==> config.mk <==
export PLATFORM = sky130hd
export DESIGN_NAME = cid_decode
export DESIGN_NICKNAME = d
export VERILOG_FILES = /design/src/design/cid_pkg.sv /design/src/design/cid_decode.sv
export SDC_FILE = /design/constraint.sdc
export NUM_CORES = 1
export LEC_CHECK = 0
export BUFFER_PORTS_ARGS = -buffer_cell sky130_fd_sc_hd__buf_2
export CAP_MARGIN = 10
export CELL_PAD_IN_SITES_DETAIL_PLACEMENT = 2
export CELL_PAD_IN_SITES_GLOBAL_PLACEMENT = 2
export CORE_UTILIZATION = 33
export CTS_BUF_LIST = sky130_fd_sc_hd__clkbuf_4 sky130_fd_sc_hd__clkbuf_8 sky130_fd_sc_hd__clkbuf_16
export DETAILED_ROUTE_END_ITERATION = 6
export PLACE_DENSITY_LB_ADDON = 0.1
export RECOVER_POWER = 50
export SETUP_SLACK_MARGIN = 0.1
export SLEW_MARGIN = 10
export SYNTH_ARGS = -nofsm -noshare
export SYNTH_HDL_FRONTEND = slang
export SYNTH_SLANG_ARGS = --single-unit
==> constraint.sdc <==
create_clock -name CLK -period 6.3 [get_ports CLK]
set_clock_uncertainty 0.2 [all_clocks]
set_input_delay 0.63 -clock CLK [delete_from_list [all_inputs] [get_ports CLK]]
set_output_delay 0.63 -clock CLK [all_outputs]
set_load 0.02 [all_outputs]
==> src/design/cid_pkg.sv <==
// How it works
// - pc add: 23-bit immediate shifted left two, sign-extended, added to own address
// - low two address bits are cleared before the pc add
// - pc sum goes to register picked by translated 3-bit field
// - pc add in a delay slot still uses its own address
// - neither add raises overflow; carry out of bit 31 dropped
// - both adds wrap modulo two to the 32 and never trap
// - scaled 25-bit offset reaches any word address within 16 megabytes either side
// - 3-bit fields select only registers 2 to 7, 16 and 17
// - code 0 maps to 16, code 1 to 17, 2..7 unchanged
// - stack add: 6-bit immediate shifted two, zero-extended, plus register 29
// - register jump-link short slot: two 5-bit fields, 16-bit minor opcode
// - barrier variant of register jump-link, same layout, short slot
// - absolute jump-link short slot: 26-bit target, no register, no minor
package cid_pkg;
  localparam logic [5:0]  OP_PC_ADD      = 6'h1e;
  localparam logic [5:0]  OP_GROUP_A     = 6'h00;
  localparam logic [5:0]  OP_ABS_JL      = 6'h1d;
  localparam logic [5:0]  OP_SP_ADD16    = 6'h1b;
  localparam logic [15:0] MINOR_REG_JL   = 16'h4f3c;
  localparam logic [15:0] MINOR_REG_JLB  = 16'h5f3c;
  localparam int          MAJ_LSB        = 26;
  localparam int          PC_RS_LSB      = 23;
  localparam int          PC_IMM_W       = 23;
  localparam int          SP_RD_LSB      = 7;
  localparam int          SP_IMM_LSB     = 1;
  localparam int          SP_IMM_W       = 6;
  localparam int          RT_LSB         = 21;
  localparam int          RS5_LSB        = 16;
  localparam int          TGT_W          = 26;
  localparam logic [4:0]  SP_REG         = 5'h1d;
  localparam logic [4:0]  LINK_REG_ABS   = 5'h1f;
  localparam logic [31:0] SLOT16_BYTES   = 32'h0000_0006;
  typedef enum logic [2:0] {
    OP_NONE, OP_PCADD, OP_SPADD, OP_JLR, OP_JLRB, OP_JLABS
  } cid_op_t;
endpackage

==> src/design/cid_decode.sv <==
`timescale 1ns/100ps
`default_nettype none
module cid_decode (
  input  wire logic        CLK,
  input  wire logic        RST_B,
  input  wire logic        CE,
  input  wire logic        IN_VALID,
  input  wire logic [31:0] IN_INSTR,
  input  wire logic [31:0] IN_PC,
  input  wire logic [31:0] IN_SP_VALUE,
  output logic             WR_EN,
  output logic [4:0]       WR_REG,
  output logic [31:0]      WR_DATA,
  output logic             JUMP_EN,
  output logic [31:0]      JUMP_TARGET,
  output logic [4:0]       JUMP_REG,
  output logic             HAZARD_BARRIER,
  output logic [2:0]       OP_KIND
);
  typedef struct packed {
    logic        wr_en;
    logic [4:0]  wr_reg;
    logic [31:0] wr_data;
    logic        jmp;
    logic [31:0] jtgt;
    logic [4:0]  jreg;
    logic        hb;
    cid_pkg::cid_op_t op;
  } cid_state_t;

  logic [1:0] rst_sync_q;
  logic       rst_b_int;
  cid_state_t s_q;
  cid_state_t s_d;

  // release reset through two flops so all state leaves reset on one edge
  always_ff @(posedge CLK or negedge RST_B) begin
    if (!RST_B) begin
      rst_sync_q <= 2'h0;
    end else begin
      rst_sync_q <= {rst_sync_q[0], 1'b1};
    end
  end
  assign rst_b_int = rst_sync_q[1];

  function automatic logic [4:0] xlat(input logic [2:0] code);
    if (code == 3'h0) begin
      xlat = 5'h10;
    end else if (code == 3'h1) begin
      xlat = 5'h11;
    end else begin
      xlat = {2'h0, code};
    end
  endfunction

  // reach check for the pc add: result must sit in the signed 25-bit span of its base
  function automatic logic in_reach(input logic [31:0] res, input logic [31:0] base);
    logic [31:0] diff;
    diff = res - base;
    in_reach = (diff[31:24] == 8'h00) || (diff[31:24] == 8'hff);
  endfunction

  logic [5:0]  major;
  logic [15:0] minor;
  logic [31:0] pc_base;
  logic [31:0] pc_off;
  logic [31:0] sp_off;
  logic [31:0] link_addr;
  assign major = IN_INSTR[cid_pkg::MAJ_LSB +: 6];
  assign minor = IN_INSTR[15:0];
  // own address always, even in a delay slot; low bits forced clear
  assign pc_base = {IN_PC[31:2], 2'h0};
  assign pc_off = {{7{IN_INSTR[cid_pkg::PC_IMM_W-1]}},
                   IN_INSTR[0 +: cid_pkg::PC_IMM_W], 2'h0};
  // zero-extended: this offset only ever climbs above the stack pointer
  assign sp_off = {24'h0, IN_INSTR[cid_pkg::SP_IMM_LSB +: cid_pkg::SP_IMM_W], 2'h0};
  // slot is assumed 16 bits: 4-byte jump plus 2-byte slot
  assign link_addr = IN_PC + cid_pkg::SLOT16_BYTES;

  always_comb begin
    s_d = s_q;
    s_d.wr_en = 1'b0;
    s_d.jmp = 1'b0;
    s_d.hb = 1'b0;
    s_d.op = cid_pkg::OP_NONE;
    if (IN_VALID) begin
      if (major == cid_pkg::OP_PC_ADD) begin
        s_d.op = cid_pkg::OP_PCADD;
        s_d.wr_en = 1'b1;
        s_d.wr_reg = xlat(IN_INSTR[cid_pkg::PC_RS_LSB +: 3]);
        s_d.wr_data = pc_base + pc_off;
      end else if (major == cid_pkg::OP_SP_ADD16) begin
        s_d.op = cid_pkg::OP_SPADD;
        s_d.wr_en = 1'b1;
        s_d.wr_reg = xlat(IN_INSTR[cid_pkg::SP_RD_LSB +: 3]);
        s_d.wr_data = IN_SP_VALUE + sp_off;
      end else if (major == cid_pkg::OP_GROUP_A &&
                   (minor == cid_pkg::MINOR_REG_JL ||
                    minor == cid_pkg::MINOR_REG_JLB)) begin
        s_d.op = (minor == cid_pkg::MINOR_REG_JLB) ?
                 cid_pkg::OP_JLRB : cid_pkg::OP_JLR;
        s_d.hb = (minor == cid_pkg::MINOR_REG_JLB);
        // register zero is hard-wired, so a zero link field writes nothing
        s_d.wr_en = (IN_INSTR[cid_pkg::RT_LSB +: 5] != 5'h00);
        s_d.wr_reg = IN_INSTR[cid_pkg::RT_LSB +: 5];
        s_d.wr_data = link_addr;
        s_d.jmp = 1'b1;
        s_d.jreg = IN_INSTR[cid_pkg::RS5_LSB +: 5];
        s_d.jtgt = 32'h0;
      end else if (major == cid_pkg::OP_ABS_JL) begin
        s_d.op = cid_pkg::OP_JLABS;
        s_d.wr_en = 1'b1;
        s_d.wr_reg = cid_pkg::LINK_REG_ABS;
        s_d.wr_data = link_addr;
        s_d.jmp = 1'b1;
        s_d.jreg = 5'h00;
        // target stays in the same 128 MB region as the link address past the slot
        s_d.jtgt = {link_addr[31:27], IN_INSTR[0 +: cid_pkg::TGT_W], 1'b0};
      end
    end
  end

  always_ff @(posedge CLK or negedge rst_b_int) begin
    if (!rst_b_int) begin
      s_q <= '0;
    end else if (CE) begin
      s_q <= s_d;
    end
  end

  assign WR_EN = s_q.wr_en;
  assign WR_REG = s_q.wr_reg;
  assign WR_DATA = s_q.wr_data;
  assign JUMP_EN = s_q.jmp;
  assign JUMP_TARGET = s_q.jtgt;
  assign JUMP_REG = s_q.jreg;
  assign HAZARD_BARRIER = s_q.hb;
  assign OP_KIND = s_q.op;

  pc_add_value_a: assert property (@(posedge CLK) disable iff (!rst_b_int)
    CE && IN_VALID && major == cid_pkg::OP_PC_ADD |=> WR_EN &&
    WR_DATA == {$past(IN_PC[31:2]), 2'h0} +
               {{7{$past(IN_INSTR[22])}}, $past(IN_INSTR[22:0]), 2'h0})
    else $error("pc add result wrong");
  pc_low_bits_a: assert property (@(posedge CLK) disable iff (!rst_b_int)
    OP_KIND == cid_pkg::OP_PCADD |-> WR_DATA[1:0] == 2'h0)
    else $error("pc add low bits set");
  pc_dest_xlat_a: assert property (@(posedge CLK) disable iff (!rst_b_int)
    CE && IN_VALID && major == cid_pkg::OP_PC_ADD && IN_INSTR[25:23] == 3'h0
    |=> WR_REG == 5'h10)
    else $error("pc add destination wrong");
  xlat_range_a: assert property (@(posedge CLK) disable iff (!rst_b_int)
    (OP_KIND == cid_pkg::OP_PCADD || OP_KIND == cid_pkg::OP_SPADD) |->
    (WR_REG inside {[5'h02:5'h07], 5'h10, 5'h11}))
    else $error("bad translated register");
  sp_add_value_a: assert property (@(posedge CLK) disable iff (!rst_b_int)
    CE && IN_VALID && major == cid_pkg::OP_SP_ADD16 |=> WR_EN &&
    WR_DATA == $past(IN_SP_VALUE) + {24'h0, $past(IN_INSTR[6:1]), 2'h0})
    else $error("stack add result wrong");
  jlr_decode_a: assert property (@(posedge CLK) disable iff (!rst_b_int)
    CE && IN_VALID && major == cid_pkg::OP_GROUP_A && IN_INSTR[15:0] == cid_pkg::MINOR_REG_JL
    |=> JUMP_EN && !HAZARD_BARRIER && JUMP_REG == $past(IN_INSTR[20:16]))
    else $error("register jump decode wrong");
  jlrb_barrier_a: assert property (@(posedge CLK) disable iff (!rst_b_int)
    HAZARD_BARRIER |-> JUMP_EN && OP_KIND == cid_pkg::OP_JLRB)
    else $error("barrier without jump");
  abs_link_a: assert property (@(posedge CLK) disable iff (!rst_b_int)
    CE && IN_VALID && major == cid_pkg::OP_ABS_JL |=> JUMP_EN && WR_REG == 5'h1f &&
    JUMP_TARGET[26:1] == $past(IN_INSTR[25:0]))
    else $error("absolute jump decode wrong");
  link_short_a: assert property (@(posedge CLK) disable iff (!rst_b_int)
    CE && IN_VALID && major == cid_pkg::OP_ABS_JL |=> WR_DATA == $past(IN_PC) + 32'h6)
    else $error("link address wrong");
  pc_wrap_a: assert property (@(posedge CLK) disable iff (!rst_b_int)
    CE && IN_VALID && major == cid_pkg::OP_PC_ADD && IN_PC == 32'hffff_fffc &&
    IN_INSTR[22:0] == 23'h1 |=> WR_DATA == 32'h0)
    else $error("pc add did not wrap");
  pc_xlat_one_a: assert property (@(posedge CLK) disable iff (!rst_b_int)
    CE && IN_VALID && major == cid_pkg::OP_PC_ADD && IN_INSTR[25:23] == 3'h1
    |=> WR_REG == 5'h11)
    else $error("pc add code one wrong");
  sp_dest_xlat_a: assert property (@(posedge CLK) disable iff (!rst_b_int)
    CE && IN_VALID && major == cid_pkg::OP_SP_ADD16 && IN_INSTR[9:7] == 3'h0
    |=> WR_REG == 5'h10)
    else $error("stack add destination wrong");
  pc_reach_a: assert property (@(posedge CLK) disable iff (!rst_b_int)
    CE && IN_VALID && major == cid_pkg::OP_PC_ADD
    |=> in_reach(WR_DATA, {$past(IN_PC[31:2]), 2'h0}))
    else $error("pc add out of reach");
  sp_zero_ext_a: assert property (@(posedge CLK) disable iff (!rst_b_int)
    CE && IN_VALID && major == cid_pkg::OP_SP_ADD16
    |=> (WR_DATA - $past(IN_SP_VALUE)) <= 32'h0000_00fc)
    else $error("stack add offset not zero-extended");
  jlr_link_a: assert property (@(posedge CLK) disable iff (!rst_b_int)
    CE && IN_VALID && major == cid_pkg::OP_GROUP_A && minor == cid_pkg::MINOR_REG_JL &&
    IN_INSTR[25:21] != 5'h00
    |=> WR_EN && WR_REG == $past(IN_INSTR[25:21]) && WR_DATA == $past(IN_PC) + 32'h6)
    else $error("register jump link wrong");
  link_zero_a: assert property (@(posedge CLK) disable iff (!rst_b_int)
    CE && IN_VALID && major == cid_pkg::OP_GROUP_A && minor == cid_pkg::MINOR_REG_JL &&
    IN_INSTR[25:21] == 5'h00
    |=> JUMP_EN && !WR_EN)
    else $error("link to register zero written");
  barrier_link_a: assert property (@(posedge CLK) disable iff (!rst_b_int)
    CE && IN_VALID && major == cid_pkg::OP_GROUP_A && minor == cid_pkg::MINOR_REG_JLB
    |=> JUMP_EN && HAZARD_BARRIER && WR_DATA == $past(IN_PC) + 32'h6 &&
    JUMP_REG == $past(IN_INSTR[20:16]))
    else $error("barrier jump decode wrong");
  reg_jump_tgt_a: assert property (@(posedge CLK) disable iff (!rst_b_int)
    (OP_KIND == cid_pkg::OP_JLR || OP_KIND == cid_pkg::OP_JLRB) |-> JUMP_TARGET == 32'h0)
    else $error("register jump carries a target");
  abs_region_a: assert property (@(posedge CLK) disable iff (!rst_b_int)
    OP_KIND == cid_pkg::OP_JLABS |->
    JUMP_REG == 5'h00 && !HAZARD_BARRIER && !JUMP_TARGET[0] &&
    JUMP_TARGET[31:27] == WR_DATA[31:27])
    else $error("absolute jump region wrong");
  idle_clear_a: assert property (@(posedge CLK) disable iff (!rst_b_int)
    CE && !IN_VALID |=> !WR_EN && !JUMP_EN && !HAZARD_BARRIER && OP_KIND == 3'h0)
    else $error("output left standing when idle");
  freeze_hold_a: assert property (@(posedge CLK) disable iff (!rst_b_int)
    !CE |=> $stable(WR_EN) && $stable(WR_DATA) && $stable(WR_REG) && $stable(OP_KIND))
    else $error("state moved with enable low");

  pc_cov_c: cover property (@(posedge CLK) OP_KIND == cid_pkg::OP_PCADD);
  jlr_cov_c: cover property (@(posedge CLK) OP_KIND == cid_pkg::OP_JLR);
  sp_cov_c: cover property (@(posedge CLK) OP_KIND == cid_pkg::OP_SPADD);
  jlrb_cov_c: cover property (@(posedge CLK) OP_KIND == cid_pkg::OP_JLRB);
  abs_cov_c: cover property (@(posedge CLK) OP_KIND == cid_pkg::OP_JLABS);
endmodule
`default_nettype wire

-- Word-level counts from Yosys, hierarchy flattened
Cells that the tools add are included.
- mux-type cells: 17
- add/sub/neg operators: 3
- eq/ne operators: 7
- reductions and logical operators: 10
- bitwise logic cells: 2
- operator list (kind ; count):
    $mux W76 ; 2
    $mux W80 ; 1
    $mux W39 ; 2
    $mux W38 ; 2
    $add A32 B3 Y32 const B ; 1
    $add A32 B32 Y32 ; 1
    $add A32 B8 Y32 ; 1
    $eq A16 B15 Y1 const B ; 2
    $mux W5 ; 4
    $eq A6 B5 Y1 const B ; 3
    $mux W3 ; 5
    $eq A3 B1 Y1 const B ; 2
    $logic_not A3 Y1 ; 2
    $logic_not A6 Y1 ; 1
    $reduce_and A5 Y1 ; 1
    $reduce_bool A5 Y1 ; 1
    $reduce_bool A4 Y1 ; 1
    $reduce_and A3 Y1 ; 1
    $not A1 Y1 ; 2
    $reduce_bool A2 Y1 ; 1
    $logic_and A1 B1 Y1 ; 1
    $logic_or A1 B1 Y1 ; 1
    $mux W1 ; 1
- word-level logic and storage cells: 48
- bits in registers: 82
- output and inout port bits: 80
- bits of input ports: 100

-- Logic depth before layout (Yosys ltp)
Gate-level depths: netlist of the first run.
- depth after elaboration: 7
- depth in mapped cells: 11
- gate-level depth less buffers: 11

-- Worst setup path before layout of the first run
OpenSTA, ideal clock, no wires.
- path type: input -> register
- start point: input IN_INSTR[0]
- end point: register s_q, in the netlist WR_DATA[26]
- stages: 11
- data required time: 5.969 ns
- arrival time: 2.768 ns
- library setup time: 0.131 ns
- path slack: 3.201 ns
- path buffers: 0
- cell sequence: ha_1 > inv_1 > fa_1 > nor2b_1 > o2111ai_1 > a2111oi_2 > nor3_1 > o31ai_2 > xor2_1 > a222oi_1 > o21ai_1
- longest elaborated chain between the ends: 6
- elaborated cells on any way between the ends: 10
- those cells by class: 1 x add/sub; 2 x eq/ne; 3 x mux; 4 x reduce/logical
- RTL lines (item ; line ; source):
    start: declaration ; cid_decode.sv:8 ; input wire logic [31:0] IN_INSTR,
    branches (longest 6 deep; another with $add A32 B32 Y32) ; -- ;
    end signal: assignment ; cid_decode.sv:125 ; s_q <= '0;
    end signal: assignment ; cid_decode.sv:127 ; s_q <= s_d;
    end: declaration ; cid_decode.sv:33 ; cid_state_t s_q;
Several ways; the timed one is not identified.
A chain may end at the register's enable or synchronous reset.

==> impl_metrics.py, run 1 <==
metrics = {
    "run_status": {
        "status": "finished with violations",
        "violations": "capacitance limit, slew limit",
    },
    "die": {
        "die_h_um": 142,
        "die-area_sq_um": 20100,
        "ios": 180,
        "start_util_pct": 34.0,
        "core-area_sq_um": 18900,
        "rows": 50,
        "dieWidth_um": 142,
    },
    "critical_path": {
        "crit_arrival_ps": 3900,
        "crit_family": "buffers and inverters",
        "crit_chain": "clkbuf_1",
        "worstReg2RegStart": "rst_sync_q[1]",
        "criticalPathCategory": "flop to asynchronous set/reset pin",
        "crit-reg2reg-capture": "WR_DATA[16]",
        "worstSetupEndpointType": "asynchronous set/reset pin",
        "critPathMaxFanout": 54,
        "r2r_cells": 1,
        "reg2reg_setup_slack_ps": 1930,
        "worstPathRequired_ps": 5830,
        "worst_path_largest_cell_delay_ps": 2360,
        "critical_path.endpoint": "WR_DATA[16]",
        "crit_slowest_cell": "clkbuf_1",
        "path_buf_inv": 1,
        "startpoint": "rst_sync_q[1]",
        "crit_cells": 1,
        "cp-start-kind": "flop",
    },
    "global_route": {
        "grt_pass1_wl_um": 44800,
        "grt_max_degree": 55,
        "grt_antenna_before_repair": 0,
        "gr-usage-all-layers_pct": 29.5,
        "grt_pass1_vias": 7604,
        "overflow": 0,
    },
    "synth": {
        "syn_area_per_cell_sq_um": 8.44,
        "synthXorXnorAreaFrac_pct": 10.6,
        "synth_edf_count": 0,
        "synth_top_family_by_area": "compound AO/OA/AOI/OAI gates",
        "synthFlopType": "dfrtp_1",
        "mappedNetlistArea_sq_um": 6430,
        "synthMuxAreaShare_pct": 0.467,
        "ys_warn_count": 0,
        "synth-simple-area-share_pct": 20.6,
        "async_flop_share_pct": 100,
        "syn_inst": 762,
        "synth.distinct_cells": 69,
        "synth-compound-area-share_pct": 25.5,
        "syn_nets": 900,
        "synth-seq-area-share_pct": 31.5,
        "ys_seq_elements": 81,
        "synth-adder-area-share_pct": 7.62,
    },
    "sta": {
        "rsz0062_at_grt": "no",
        "setup_slack_ps": 1930,
        "tightest_slew_ps": 3260,
        "relSlewSlack_pct": -117,
        "holdWs_ps": 159,
        "fmax_mhz": 229,
        "period_share_pct": 69.4,
        "setup_tns_ps": 0,
        "maxSlewViolCount": 55,
        "setup_viol": 0,
        "post-route-min-period_ps": 4370,
        "hold_viol_final": 0,
    },
    "place": {
        "place_ws_ps": 2190,
        "gp_congestion": 0.866,
        "dp_hpwl_um": 22100,
        "port_buffers": 178,
    },
    "detailed_routing": {
        "first_pass_iters": 5,
        "ant_nets": 0,
        "wirelength_um": 28600,
        "drcViolationCount": 0,
        "wl_per_cell_um": 24.1,
        "vias": 6912,
        "drtIter0Drc": 303,
        "vias_per_cell": 5.81,
    },
    "finish": {
        "mostFrequentLayoutCell": "buf_2",
        "multi_input_area_sq_um": 4190,
        "layout_common_cells": "133 x buf_2, 86 x nand2_1, 81 x dfrtp_1",
        "seq_area_sq_um": 2030,
        "diodes": 0,
        "synthToLayoutAreaGrowth_pct": 21.3,
        "drive_above_1_share_pct": 18.9,
        "fillers": 2236,
        "layout.nets": 1062,
    },
    "clock_network": {
        "cts.sinks": 81,
        "cts_resized": 0,
        "clockBufferDepth": 2,
        "post-cts-setup-buffer-count": 0,
        "htreeDepth": 3,
        "cts_buffers": 9,
        "clkSlewWorstSetupHoldPaths_ps": 70,
        "cts_tree": "done",
        "cts_root_buffer": "clkbuf_16",
        "clock_latency_ps": 350,
    },
    "power_and_ir_drop": {
        "p_leak_nw": 3.45,
        "p_per_area_nw_per_um2": 207,
        "vdd_drop_max_v": 0.000126,
    },
    "worst_hold_path": {
        "hold_start": "rst_sync_q[0]",
        "hold_path.class": "flop to flop",
    },
    "flow_run": {
        "max-cap-violations": 1,
    },
}
sequential cells by signal, summed over array words and instances, names as in the netlist:
name	count
JUMP_REG	5
OP_KIND	3
JUMP_TARGET	31
JUMP_EN	1
WR_REG	5
WR_EN	1
rst_sync_q	2
WR_DATA	32
HAZARD_BARRIER	1
worst min-delay path by stage:
stage	end	depth (start not counted)	slack, ps
CTS	JUMP_TARGET[3]	0	70
global placement	OP_KIND[2]	0	60
floorplan	rst_sync_q[0]	0	130
global route	rst_sync_q[1]	0	180
finish	rst_sync_q[1]	0	160
detailed placement	WR_REG[4]	0	60
cell usage after synthesis (all sizes together) (4+ instances only):
cell,n,area [sq um]
a211oi,7,62.6
a21o,10,75.1
a21oi,53,265
a221o,5,50.1
a222oi,7,70.1
a22o,30,263
a22oi,4,30.0
a31oi,7,58.8
and2,5,31.3
and3,12,75.1
and4,6,52.6
buf,8,47.5
clkbuf,27,104
dfrtp,81,2030
ha,36,450
inv,22,82.6
nand2,86,323
nand2b,5,31.3
nand3,26,130
nand4,22,138
nor2,51,196
nor2b,5,31.3
nor3,16,108
nor4,6,43.8
o211ai,5,42.5
o21a,5,37.5
o21ai,66,330
o221ai,5,43.8
o22ai,16,100
o31ai,5,42.5
or3,8,50.1
xnor2,41,359
xor2,37,324
logic make-up (layout without fill, tap and decap cells):
logic type,after synthesis,in the layout
flip-flops,81,81
AND/OR/NAND/NOR,261,261
XOR/XNOR,78,78
buffers and inverters,57,224
other,2,2
multiplexers,3,3
AO/OA/AOI/OAI,242,242
adder cells (fa/ha/maj),38,38
area by class of cell:
type                    instances  area share, %
multi-input cells             624           53.7
flip-flops and latches         81           26.0
repair buffers                186           11.4
well taps                     260           4.17
clock buffers                  10           2.98
inverters                      22           1.06
clock inverters                 6          0.641
where the power goes:
group | internal (mW) | switching (mW)
combinational | 0.173 | 0.304
sequential | 0.562 | 0.0394
clock | 0.278 | 0.259
total | 1.01 | 0.602
routing by layer:
layer | vias up | track usage [%] | wire (um)
met3 | 31 | 3.58 | 1070
met4 | 0 | 6.62 | 471
met2 | 184 | 50.4 | 13800
met1 | 3545 | 39.8 | 13300
li1 | 3152 | - | -
met5 | - | 0 | 0
through the flow:
step                      area [sq um]  std cells  power [mW]  utilization [%]
after global placement            7570       1172        1.07             40.1
after floorplan                   6430        762       0.884                -
after detailed placement          7570       1172        1.09             40.1
final                             7800       1189        1.61             41.3
after global routing              7800       1189        1.69             41.3
after CTS                         7870       1189        1.63             41.6
what timing repair did:
action	CTS	global route
endpoints found under the setup margin	0	0
hold buffers	1	0
endpoints found under the hold margin	2	0
(Power assumes the default switching activity.)
==> run 2, diff against run 1 <==
Settings changed: ABC_AREA from default to 1, CORE_UTILIZATION 33 to 28.
Clock period 6.3 ns to 4.5 ns, I/O delays scaled along.
==> run 2 against run 1 <==
Effect of this change:
- critical path depth up 8
- combinational power grew 57%
- setup slack got worse by 460 ps
- first-iteration DRC count up 59%
- sequential cell count stayed put
- routed wire length up 34%
- register-to-register slack worse by 230 ps
- largest cell class unchanged
- total power is 50% higher
- clock-buffer cell count unchanged
- final area is 21% higher
- clock power up 57%
- the flow still finishes with violations (capacitance limit, slew limit)
- sequential share of layout area fell by 4.4 points
==> impl_metrics.py, run 2 <==
metrics = {
    "run_status": {
        "status": "finished with violations",
        "violations": "capacitance limit, slew limit",
    },
    "sta": {
        "rsz0062_at_grt": "no",
        "tightest_slew_ps": 1570,
        "hold_viol_final": 0,
        "relSlewSlack_pct": -4.87,
        "setup_tns_ps": 0,
        "period_share_pct": 67.5,
        "post-route-min-period_ps": 3040,
        "fmax_mhz": 329,
        "maxSlewViolCount": 33,
        "setup_viol": 0,
    },
    "critical_path": {
        "startpoint": "IN_INSTR[31]",
        "criticalPathCategory": "input port to flop",
        "crit_cells": 9,
        "worstReg2RegStart": "rst_sync_q[1]",
        "worstSetupEndpointType": "flop",
        "worstPathRequired_ps": 4550,
        "crit_slowest_cell": "nand2_1",
        "crit_chain": "buf_2, inv_1, nand2_1, nor2_1, nand3_2, inv_2, nor2_2, nand2_1, o21ai_0",
        "cp-start-kind": "input port",
        "worst_path_largest_cell_delay_ps": 700,
        "path_buf_inv": 3,
        "r2r_cells": 1,
        "crit_arrival_ps": 3080,
        "crit_top_cell": "nand2_1",
        "critPathMaxFanout": 25,
        "crit_family": "simple AND/OR/NAND/NOR gates",
    },
    "detailed_routing": {
        "drtIter0Drc": 481,
        "vias": 9512,
        "wirelength_um": 38500,
        "ant_nets": 0,
        "first_pass_iters": 5,
        "drcViolationCount": 0,
        "vias_per_cell": 5.01,
        "wl_per_cell_um": 20.3,
    },
    "die": {
        "dieWidth_um": 171,
        "die_h_um": 171,
        "die-area_sq_um": 29100,
        "start_util_pct": 28.6,
        "core-area_sq_um": 27900,
        "ios": 180,
        "rows": 61,
    },
    "flow_run": {
        "max-cap-violations": 1,
    },
    "synth": {
        "synth_edf_count": 0,
        "syn_inst": 1346,
        "mappedNetlistArea_sq_um": 7960,
        "ys_seq_elements": 81,
        "synth-seq-area-share_pct": 25.5,
        "synthFlopType": "dfrtp_1",
        "syn_area_per_cell_sq_um": 5.91,
        "synth.area.top_cells": "dfrtp_1 25%, nand2_1 24%, inv_1 8.8%, nor2_1 7.7%, nand3_1 6.2%",
        "synth_common_cells": "507 x nand2_1, 186 x inv_1, 164 x nor2_1",
        "synth.distinct_cells": 46,
        "async_flop_share_pct": 100,
        "yosysMostFrequentCell": "nand2_1",
        "synth_top_area_cell": "dfrtp_1",
        "syn_nets": 1484,
        "ys_warn_count": 0,
        "synth_top_area_share_pct": 25.5,
    },
    "clock_network": {
        "cts_buffers": 9,
        "clkSlewWorstSetupHoldPaths_ps": 80,
        "cts_tree": "done",
        "htreeDepth": 3,
        "cts.sinks": 81,
        "clock_latency_ps": 360,
        "cts_resized": 0,
        "cts_root_buffer": "clkbuf_16",
        "clockBufferDepth": 2,
    },
    "global_route": {
        "overflow": 0,
        "grt_antenna_before_repair": 1,
        "grt_pass1_wl_um": 57600,
        "gr-usage-all-layers_pct": 26.6,
        "grt_pass1_vias": 9824,
        "grt_max_degree": 49,
    },
    "place": {
        "port_buffers": 178,
        "dp_hpwl_um": 32400,
        "dp_cells": 1882,
        "gp_congestion": 0.904,
    },
    "finish": {
        "drive_above_1_share_pct": 9.20,
        "final_cells": 1899,
        "layout.nets": 1654,
        "seq_area_sq_um": 2030,
        "final_util_pct": 33.8,
        "fillers": 3644,
        "diodes": 0,
        "largest_register_ffs": 32,
        "multi_input_area_sq_um": 5050,
        "synthToLayoutAreaGrowth_pct": 18.3,
        "layout_common_cells": "507 x nand2_1, 186 x inv_1, 164 x nor2_1",
        "mostFrequentLayoutCell": "nand2_1",
    },
    "worst_hold_path": {
        "hold_path.class": "flop to flop",
        "min_path_cells": 0,
        "hold_start": "rst_sync_q[0]",
    },
    "power_and_ir_drop": {
        "vdd_drop_max_v": 0.000153,
        "p_per_area_nw_per_um2": 258,
        "p_leak_nw": 4.96,
    },
}
-- run 2: metrics by stage --
stage / setup slack [ps] / hold slack [ps] / total power, mW / area [sq um]
final: 1460 / 151 / 2.43 / 9410
after detailed placement: 1110 / 40.1 / 1.62 / 9200
after floorplan: 1880 / -45.6 / 1.29 / 7960
after global placement: 1320 / 37.9 / 1.59 / 9200
after global routing: 1250 / 167 / 2.56 / 9410
after CTS: 1490 / 129 / 2.47 / 9520
-- run 2: logic make-up after synthesis --
kind of cell             synth area share, %
AND/OR/NAND/NOR                         43.8
buffers and inverters                   11.1
AO/OA/AOI/OAI                           10.3
flip-flops                              25.5
adder cells (fa/ha/maj)                 6.17
XOR/XNOR                                3.08
other                                 0.0944
-- run 2: what timing repair did --
item                      in CTS  in global routing
hold endpoints to repair       2                  0
setup buffers                  0                  0
hold buffers                   1                  0
-- run 2: worst paths after layout --
check | end | slack (ps)
max reg2reg | JUMP_TARGET[18] | 1700
min reg2reg | rst_sync_q[1] | 150
max | JUMP_TARGET[10] | 1460
max in group asynchronous | JUMP_TARGET[18] | 1700
min | rst_sync_q[1] | 150
min in group asynchronous | rst_sync_q[1] | 200
-- run 2: area by class of cell --
type | instances | share of cell area [%]
clock buffers | 10 | 2.54
well taps | 378 | 5.03
inverters | 190 | 7.63
clock inverters | 6 | 0.758
multi-input cells | 1050 | 53.6
repair buffers | 184 | 8.88
flip-flops and latches | 81 | 21.5
-- run 2: report_power, final --
part | internal (mW) | leakage (nW) | switching [mW]
sequential | 0.789 | 1.10 | 0.0490
clock | 0.454 | 0.146 | 0.389
combinational | 0.224 | 3.72 | 0.523
-- run 2: per-layer routing --
metal	share of wire (%)	track usage (%)	up-vias	wire (um)
met3	4.5	3.05	38	1740
li1	-	-	4591	-
met2	47	45.2	221	18000
met5	0.034	0	-	13
met4	2.2	7.13	2	845
met1	47	35.6	4660	18000
